### config.mk
export PLATFORM = sky130hd
export DESIGN_NAME = dps_pushout_seq
export DESIGN_NICKNAME = d
export VERILOG_FILES = /design/src/core/dps_pkg.sv /design/src/core/dps_pushout_seq.sv /design/src/core/dps_sync.sv
export VERILOG_INCLUDE_DIRS = /design/src /design/src/core
export SDC_FILE = /design/constraint.sdc
export NUM_CORES = 1
export LEC_CHECK = 0
export BUFFER_PORTS_ARGS = -buffer_cell sky130_fd_sc_hd__buf_2
export CORE_MARGIN = 3
export CORE_UTILIZATION = 35
export CTS_CLUSTER_SIZE = 12
export DETAILED_ROUTE_END_ITERATION = 12
export HOLD_SLACK_MARGIN = 0.1
export PLACE_DENSITY = 0.59
export SLEW_MARGIN = 5
export SYNTH_ARGS = -nofsm -noshare
export SYNTH_HDL_FRONTEND = slang
export SYNTH_SLANG_ARGS = --single-unit
### constraint.sdc
create_clock -name pclk -period 4 [get_ports pclk]
set_clock_uncertainty 0.05 [all_clocks]
set_input_delay 0 -clock pclk [delete_from_list [all_inputs] [get_ports pclk]]
set_output_delay 0 -clock pclk [all_outputs]
set_load 0.01 [all_outputs]
### src/core/dps_consts.svh
// Register offsets, field positions and reset values of the pushout sequencer
`ifndef DPS_CONSTS_SVH
`define DPS_CONSTS_SVH

`define DPS_OFF_CTRL      8'h00
`define DPS_OFF_RESIN     8'h04
`define DPS_OFF_CAT       8'h08
`define DPS_OFF_MIXVOL    8'h0C
`define DPS_OFF_STATUS    8'h10
`define DPS_OFF_COUNT     8'h14

`define DPS_CTRL_START    0
`define DPS_CTRL_STOP     1
`define DPS_CTRL_GUN2     2

`define DPS_RATE_W        16
`define DPS_VOL_W         24

`define DPS_RST_RATE      16'h0000
`define DPS_RST_VOL       24'h00_0000
`define DPS_RST_WORD      32'h0000_0000
`define DPS_VOL_ONE       24'h00_0001
`define DPS_VOL_MAX       24'hFF_FFFF

`endif

### src/core/dps_pkg.sv
// Types shared by the pushout sequencer
package dps_pkg;

    typedef enum logic [1:0] {
        DPS_ST_IDLE = 2'b00,
        DPS_ST_RUN  = 2'b01,
        DPS_ST_PUSH = 2'b10,
        DPS_ST_HALT = 2'b11
    } dps_state_t;

endpackage

### src/core/dps_pushout_seq.sv
// Pushout sequencer for a dual purge applicator, with APB register slave
//
// Local design decisions: register access over APB and the placing of the registers.
`include "dps_consts.svh"

module dps_pushout_seq
    import dps_pkg::*;
(
    input  wire logic                  pclk,
    input  wire logic                  presetn,
    input  wire logic                  psel,
    input  wire logic                  penable,
    input  wire logic                  pwrite,
    input  wire logic [7:0]            paddr,
    input  wire logic [31:0]           pwdata,
    output logic      [31:0]           prdata,
    output logic                       pready,
    output logic                       pslverr,
    input  wire logic                  pushout_pin,
    input  wire logic                  a_fill_pin,
    input  wire logic                  resin_fb_pin,
    output logic                       run_out,
    output logic      [`DPS_RATE_W:0]  ch1_rate,
    output logic      [`DPS_RATE_W-1:0] ch2_rate,
    output logic                       side_b_motor_en,
    output logic                       gun2_run_out
);
    logic                   push_s;
    logic                   afill_s;
    logic                   fb_s;
    logic                   fb_d_reg;
    logic                   fb_rise;
    dps_state_t             state_reg;
    dps_state_t             state_next;
    logic [`DPS_RATE_W-1:0] resin_reg;
    logic [`DPS_RATE_W-1:0] cat_reg;
    logic [`DPS_VOL_W-1:0]  mixvol_reg;
    logic [`DPS_VOL_W-1:0]  count_reg;
    logic [`DPS_RATE_W:0]   total_reg;
    logic                   gun2_en_reg;
    logic                   acc_wr;
    logic                   start_wr;
    logic                   stop_wr;
    logic                   vol_done;
    logic                   hit;
    logic [31:0]            rd_word;

    dps_sync u_sync_push (
        .pclk    (pclk),
        .presetn (presetn),
        .d       (pushout_pin),
        .q       (push_s)
    );

    dps_sync u_sync_afill (
        .pclk    (pclk),
        .presetn (presetn),
        .d       (a_fill_pin),
        .q       (afill_s)
    );

    dps_sync u_sync_fb (
        .pclk    (pclk),
        .presetn (presetn),
        .d       (resin_fb_pin),
        .q       (fb_s)
    );

    always_ff @(posedge pclk or negedge presetn) begin
        if (!presetn) begin
            fb_d_reg <= 1'b0;
        end else begin
            fb_d_reg <= fb_s;
        end
    end

    assign fb_rise  = fb_s & ~fb_d_reg;
    assign acc_wr   = psel & penable & pready & pwrite;
    assign start_wr = acc_wr && (paddr == `DPS_OFF_CTRL) && pwdata[`DPS_CTRL_START];
    assign stop_wr  = acc_wr && (paddr == `DPS_OFF_CTRL) && pwdata[`DPS_CTRL_STOP];
    assign vol_done = (count_reg >= mixvol_reg);

    // APB slave: one wait cycle so read data comes from a flop
    always_ff @(posedge pclk or negedge presetn) begin
        if (!presetn) begin
            pready <= 1'b0;
        end else begin
            pready <= psel & penable & ~pready;
        end
    end

    always_comb begin
        hit     = 1'b1;
        rd_word = `DPS_RST_WORD;
        unique case (paddr)
            `DPS_OFF_CTRL:   rd_word[`DPS_CTRL_GUN2] = gun2_en_reg;
            `DPS_OFF_RESIN:  rd_word[`DPS_RATE_W-1:0] = resin_reg;
            `DPS_OFF_CAT:    rd_word[`DPS_RATE_W-1:0] = cat_reg;
            `DPS_OFF_MIXVOL: rd_word[`DPS_VOL_W-1:0] = mixvol_reg;
            `DPS_OFF_STATUS: rd_word[4:0] = {run_out, afill_s, push_s, state_reg};
            `DPS_OFF_COUNT:  rd_word[`DPS_VOL_W-1:0] = count_reg;
            default:         hit = 1'b0;
        endcase
    end

    always_ff @(posedge pclk or negedge presetn) begin
        if (!presetn) begin
            prdata  <= `DPS_RST_WORD;
            pslverr <= 1'b0;
        end else if (psel && penable && !pready) begin
            prdata  <= pwrite ? `DPS_RST_WORD : rd_word;
            pslverr <= ~hit;
        end else begin
            pslverr <= 1'b0;
        end
    end

    always_ff @(posedge pclk or negedge presetn) begin
        if (!presetn) begin
            resin_reg   <= `DPS_RST_RATE;
            cat_reg     <= `DPS_RST_RATE;
            mixvol_reg  <= `DPS_RST_VOL;
            gun2_en_reg <= 1'b0;
        end else if (acc_wr) begin
            unique case (paddr)
                `DPS_OFF_CTRL:   gun2_en_reg <= pwdata[`DPS_CTRL_GUN2];
                `DPS_OFF_RESIN:  resin_reg   <= pwdata[`DPS_RATE_W-1:0];
                `DPS_OFF_CAT:    cat_reg     <= pwdata[`DPS_RATE_W-1:0];
                `DPS_OFF_MIXVOL: mixvol_reg  <= pwdata[`DPS_VOL_W-1:0];
                default:         ;
            endcase
        end
    end

    // Sequencer for gun 1
    always_comb begin
        state_next = state_reg;
        unique case (state_reg)
            DPS_ST_IDLE: begin
                if (start_wr) begin
                    state_next = DPS_ST_RUN;
                end
            end
            DPS_ST_RUN: begin
                if (stop_wr) begin
                    state_next = DPS_ST_IDLE;
                end else if (push_s) begin
                    state_next = DPS_ST_PUSH;
                end
            end
            DPS_ST_PUSH: begin
                if (stop_wr) begin
                    state_next = DPS_ST_IDLE;
                end else if (!push_s) begin
                    // Level dropped early: pushout cancelled, back to mixing
                    state_next = DPS_ST_RUN;
                end else if (vol_done) begin
                    state_next = DPS_ST_HALT;
                end
            end
            DPS_ST_HALT: begin
                // Wait for the controller to release pushout before rearming
                if (!push_s) begin
                    state_next = DPS_ST_IDLE;
                end
            end
        endcase
    end

    always_ff @(posedge pclk or negedge presetn) begin
        if (!presetn) begin
            state_reg <= DPS_ST_IDLE;
        end else begin
            state_reg <= state_next;
        end
    end

    // Total latched at pushout entry, so later rate writes do not disturb it
    always_ff @(posedge pclk or negedge presetn) begin
        if (!presetn) begin
            total_reg <= {1'b0, `DPS_RST_RATE};
        end else if (state_reg != DPS_ST_PUSH && state_next == DPS_ST_PUSH) begin
            total_reg <= {1'b0, resin_reg} + {1'b0, cat_reg};
        end
    end

    // Pushout volume in resin feedback pulses, saturating
    always_ff @(posedge pclk or negedge presetn) begin
        if (!presetn) begin
            count_reg <= `DPS_RST_VOL;
        end else if (state_reg != DPS_ST_PUSH && state_next == DPS_ST_PUSH) begin
            count_reg <= `DPS_RST_VOL;
        end else if (state_reg == DPS_ST_PUSH && fb_rise && count_reg != `DPS_VOL_MAX) begin
            count_reg <= count_reg + `DPS_VOL_ONE;
        end
    end

    // Pump commands follow the next state so they change with it
    always_ff @(posedge pclk or negedge presetn) begin
        if (!presetn) begin
            ch1_rate <= {1'b0, `DPS_RST_RATE};
            ch2_rate <= `DPS_RST_RATE;
            run_out  <= 1'b0;
        end else begin
            unique case (state_next)
                DPS_ST_RUN: begin
                    ch1_rate <= {1'b0, resin_reg};
                    ch2_rate <= cat_reg;
                end
                DPS_ST_PUSH: begin
                    ch1_rate <= (state_reg == DPS_ST_PUSH) ? total_reg
                              : ({1'b0, resin_reg} + {1'b0, cat_reg});
                    ch2_rate <= `DPS_RST_RATE;
                end
                default: begin
                    ch1_rate <= {1'b0, `DPS_RST_RATE};
                    ch2_rate <= `DPS_RST_RATE;
                end
            endcase
            run_out <= (state_next == DPS_ST_RUN) || (state_next == DPS_ST_PUSH);
        end
    end

    // Side B drive held off during pushout to stop resin backflow
    always_ff @(posedge pclk or negedge presetn) begin
        if (!presetn) begin
            side_b_motor_en <= 1'b0;
            gun2_run_out    <= 1'b0;
        end else begin
            side_b_motor_en <= afill_s & ~push_s;
            gun2_run_out    <= gun2_en_reg;
        end
    end
endmodule

### src/core/dps_sync.sv
// Two-flop synchroniser for one pin level
module dps_sync (
    input  wire logic pclk,
    input  wire logic presetn,
    input  wire logic d,
    output logic      q
);
    logic meta_reg;

    // First flop feeds only the second
    always_ff @(posedge pclk or negedge presetn) begin
        if (!presetn) begin
            meta_reg <= 1'b0;
            q        <= 1'b0;
        end else begin
            meta_reg <= d;
            q        <= meta_reg;
        end
    end
endmodule

# Word-level counts from Yosys, hierarchy flattened
# Index checks and enable logic that the tools add are counted.
# word_totals
reg_bits	177
in_bits	48
word_cells	86
out_inout_bits	70
# op_classes
bitwise_logic	10
n_reduce_logical	18
n_mux	21
magnitude_cmp	1
add_sub_neg	2
eq_ne	12
# ops
operator	n
24-bit 2-to-1 mux	3
11-bit one-hot mux with 4 select lines	1
17-bit one-hot mux with 2 select lines	1
24-bit by 1-bit adder with 24-bit output (second input constant)	1
24-bit greater-or-equal comparator	1
24-bit inequality test (second input constant)	1
2-bit one-hot mux with 5 select lines	2
16-bit by 16-bit adder with 17-bit output	1
17-bit 2-to-1 mux	1
8-bit by 4-bit == test with 1-bit output (second input constant)	2
8-bit by 5-bit == test with 1-bit output (second input constant)	2
16-bit 2-to-1 mux	1
8-bit one-hot mux with 2 select lines	1
2-bit 2-to-1 mux	7
8-bit by 3-bit == test with 1-bit output (second input constant)	1
1-bit logical AND	8
8-bit logical NOT	1
2-bit one-hot mux with 4 select lines	1
2-bit AND reduction	4
1-bit bitwise AND	6
2-bit == test (second input constant)	3
1-bit one-hot mux with 6 select lines	1
6-bit OR reduction	1
2-bit by 1-bit == test with 1-bit output (second input constant)	2
7 further kinds	11

# Longest topological paths before layout
# depth
ltp_word	10
depth_mapped	16
depth_no_buf	15

# Hierarchy
# Synthesis repeated with hierarchy kept, for this count alone.
# hier_totals
hier_cells	871
hier_area_um2	8680.8
# by_module_without_submodules
module	cells_each	seq_area_each_um2	instances	area_each_um2
dps_pushout_seq	865	4078.9	1	8530.7
dps_sync	2	50.0	3	50.0

# Worst setup path before layout
# No wires, ideal clock.
# synth_timing
kind	register -> register
start	register count_reg[13]
end	register ch1_rate[14]
path_stages_with_launch	14
setup_ns	0.131
arrival_ns	2.989
synth_period_minus_slack_ns	3.171
path_buffers	1
t_required_ns	3.819
slack_ns	0.829
path_cell_list	dfrtp_1 -> ha_1 -> nand4_1 -> or3_1 -> nor4_1 -> a2111o_1 -> a21oi_1 -> o21a_1 -> ha_1 -> clkbuf_1 -> inv_1 -> nand3_1 -> a21oi_1 -> or3_1
# synth_via
elab_chain_cells	7
word_cells_on_any_way	8
cone_classes	order compare: 1; eq/ne: 2; mux: 5
# synth_lines
element	line_no	text
start: declaration	dps_pushout_seq.sv:38	logic [`DPS_VOL_W-1:0] count_reg;
start signal: assignment	dps_pushout_seq.sv:190	count_reg <= `DPS_RST_VOL;
start signal: assignment	dps_pushout_seq.sv:192	count_reg <= `DPS_RST_VOL;
start signal: assignment	dps_pushout_seq.sv:194	count_reg <= count_reg + `DPS_VOL_ONE;
24-bit greater-or-equal comparator *	dps_pushout_seq.sv:81	assign vol_done = (count_reg >= mixvol_reg);
2-bit 2-to-1 mux *	dps_pushout_seq.sv:157	end else if (vol_done) begin
2-bit 2-to-1 mux *	dps_pushout_seq.sv:154	end else if (!push_s) begin
2-bit 2-to-1 mux *	dps_pushout_seq.sv:152	if (stop_wr) begin
2-bit one-hot mux with 4 select lines *	dps_pushout_seq.sv:138	unique case (state_reg)
2-bit == test / 2-bit by 1-bit == test with 1-bit output (equally long branches)	dps_pushout_seq.sv:205	unique case (state_next)
17-bit one-hot mux with 2 select lines *	dps_pushout_seq.sv:205	
end signal: assignment	dps_pushout_seq.sv:207	ch1_rate <= {1'b0, resin_reg};
end signal: assignment	dps_pushout_seq.sv:211	ch1_rate <= (state_reg == DPS_ST_PUSH) ? total_reg
end signal: assignment	dps_pushout_seq.sv:216	ch1_rate <= {1'b0, `DPS_RST_RATE};
end: declaration	dps_pushout_seq.sv:23	output logic [`DPS_RATE_W:0] ch1_rate,
# Every way passes the cells marked *; elsewhere a longest branch is shown, timed or not.
# A chain may end at the register's enable or synchronous reset.

# Worst setup path after layout
# layout_timing
start	register count_reg[14]
end	register ch1_rate[9]
# The elaborated chain is that of the path after synthesis.

==> metrics.md <==
| Metric | Value |
|---|---|
| RSZ-0062 raised after global routing | false |
| Distinct cells, synth | 64 |
| Rel. slew slack | 28.2% |
| Synth area leader | dfrtp_1 |
| Yosys warnings | 0 |
| Critical path required time | 4.25 ns |
| Maximum resistive drop on vdd | 0.000271 V |
| Power per standard cell area | 406 nW/µm² |
| Leakage power of the design | 0.00510 µW |
| Crit path max fanout | 15 |
| Ordered list of cells on the worst path | ha_1, nand4_1, or3_1, nor4_1, a2111o_1, a21oi_1, o21a_1, ha_1, inv_1, nor2_2, buf_4, nand3b_1, mux2i_1, a311oi_1, a21oi_1 |
| Post-synthesis sequential area ratio | 48.7% |
| Maximum buffer depth of the clock tree | 2 |
| Final core utilization | 43.1% |
| Vertical extent of the die | 164 µm |
| Max incr delay on CP | 0.45 ns |
| Number of flip-flops and latches in the synthesized netlist | 169 |
| Number of design-rule violations left by the first detailed-router iteration | 487 |
| Maximum Capacitance Violations | 0 |
| Clock input transition at the sequential cells of the worst setup and hold paths | 0.07 ns |
| Count of filler cells inserted in the layout | 2320 |
| Crit-path slowest cell | or3_1 |
| Async SR Flop Fraction | 100% |
| Ratio of final minimum period to clock period | 88.4% |
| GRT Overall Usage | 17.9% |
| Number of antenna violations at the first check in global routing | 0 |
| Slew of the pin with the lowest slew margin | 1.07 ns |
| Wire length after detailed routing | 23.1 mm |
| Leading cell types by total area after synthesis | dfrtp_1, ha_1, nand2_1, mux2_2, o21ai_0 |
| Maximum level of the CTS H-tree | 4 |
| Number of I/O port buffers | 101 |
| Count of flip-flops with a built-in enable after synthesis | 0 |
| Hold Path Class | primary input to flip-flop |
| Most frequent standard cell in the layout excluding fill and tap cells | dfrtp_1 |
| Commonest cells after routing, fill and taps aside | dfrtp_1, nand2_1, buf_2, nor2_1, o21ai_0 |
| Skew-Pair Late Insertion Delay | 0.43 ns |
| Total power | 4250 µW |
| Fin. Hold Viols | 0 |
| Total standard cell area after synthesis | 8680 µm² |
| Area growth from synthesis to layout | 20.6% |
| Initial core utilization | 35.7% |
| CTS tree | done |
| Routed via count divided by cell count | 5.16 |
| Max-slew violation count | 0 |
| First-pass GRT wire length | 37.3 mm |
| Total via count in the routed design | 6875 |
| Number of nets in the final layout | 1088 |
| CTS buffer count | 17 |
| Final global-route overflow total | 0 |
| Area of the core | 24300 µm² |
| Fmax achieved | 283 MHz |
| Via count of the first global-routing pass | 6856 |
| GP Congestion | 0.865 |
| Post-route DRC violation count | 0 |
| CP arrival | 3.78 ns |
| Die Wd | 164 µm |
| Synth Area per Inst | 10.1 µm² |
| Share of the synthesized area in the top cell type | 48.7% |
| Final setup fails | 0 |
| Cell at the root of the clock tree | clkbuf_16 |
| Shortest clock period the worst path allows after layout | 3.54 ns |
| Setup total negative slack | 0 ns |
| Fraction of final layout cells with drive strength greater than 1 | 19.9% |
| Detailed Routing Iterations Pass 1 | 5 |
| Launching element type of the critical path | flip-flop |
| Buffers inserted by post-CTS timing repair | 0 |
| Count of antenna-violating nets left after detailed routing | 0 |
| Outcome | finished clean |
| Kind of end point of the critical path | flip-flop |
| Ant diodes | 0 |
| Maximum number of pins on one net before global-route repair | 105 |
| Synthesized instance count | 859 |
| Number of sinks on the clock net | 169 |
| Post-detail-place hpwl | 16.5 mm |
| Area of the die | 26700 µm² |
| Row Count | 57 |
| Ports | 118 |
| Most instantiated flip-flop cell in the synthesis netlist | dfrtp_1 |
| Average routed wire per standard cell | 17.3 µm |
| Class of the most critical setup path | flip-flop to flip-flop |
## layer usage
metal	share of wire, %	track usage (%)
met5	0	0
met4	1.4	4.65
met3	5.5	3.91
met2	46	28.2
met1	47	25.0
## final timing paths
kind,startpoint,slack (ns),depth (start not counted),endpoint
setup reg to reg,count_reg[14],0.46,15,ch1_rate[9]
hold reg to reg,u_sync_push.meta_reg,0.30,0,u_sync_push.q
max in group asynchronous,presetn,2.73,3,total_reg[14]
setup / recovery,count_reg[14],0.46,15,ch1_rate[9]
hold / removal,paddr[7],0.12,5,prdata[2]
min in group asynchronous,presetn,0.17,2,prdata[10]
## logic make-up after synthesis
| group | Yosys count | share of synthesized area [%] |
|---|---|---|
| fa+ha+maj | 45 | 6.54 |
| xor+xnor | 35 | 3.53 |
| other cells | 1 | 0.0432 |
| compound gates | 184 | 13.4 |
| flops | 169 | 48.7 |
| buf+inv | 81 | 4.22 |
| simple gates | 281 | 15.7 |
| mux | 63 | 7.91 |
## through the flow
| step | hold slack (ns) | std cells | cell area (µm²) | worst slack (ns) |
|---|---|---|---|---|
| 2_1_floorplan | -0.346 | 866 | 8710 | 0.829 |
| 3_3_place_gp | 0.0703 | 1266 | 9560 | 0.544 |
| 3_5_place_dp | 0.0646 | 1266 | 9560 | 0.525 |
| 4_1_cts | 0.103 | 1333 | 10500 | 0.458 |
| 5_1_grt | 0.148 | 1333 | 10500 | 0.195 |
| 6_report | 0.117 | 1333 | 10500 | 0.464 |
## final cells by class
cell class | count | area [µm²] | share of cell area (%)
tap | 324 | 405 | 3.87
sequential | 169 | 4230 | 40.4
clock buffer | 17 | 425 | 4.06
clock inverter | 15 | 134 | 1.28
multi-input combinational | 616 | 4120 | 39.4
inverter | 33 | 124 | 1.18
timing repair buffer | 159 | 1030 | 9.88
## worst max-delay path, delay by kind of cell, from the launching register on
kind | cells | cell delay [ns]
AO/OA/AOI/OAI | 5 | 0.89
adder cells (fa/ha/maj) | 2 | 0.56
buffers and inverters | 2 | 0.34
flip-flops | 1 | 0.44
multiplexers | 1 | 0.08
AND/OR/NAND/NOR | 5 | 1.05
## synth_stat cells, types with 10 or more instances
cell,count
and3_1,12
nand2_1,109
o21ai_0,63
a22oi_1,19
clkbuf_1,27
a21o_1,10
nand3_1,19
xnor2_1,15
nand4_1,13
nor2_1,67
a21oi_1,41
mux2_2,34
inv_1,32
dfrtp_1,169
nor3_1,10
a221oi_1,12
and2_1,17
ha_1,43
mux2i_1,27
xor2_1,20
## repair_timing
item                       CTS  global route
setup endpoints to repair    0             0
gates resized for setup      0             0
hold endpoints to repair   177             0
hold buffers                35             0
## power breakdown
group	leakage [µW]	switching (µW)	internal [µW]
clock	0.000262	757	817
combinational	0.00271	408	298
sequential	0.00213	156	1810
total	0.00510	1320	2930
Power figures use the tool's default switching activity.
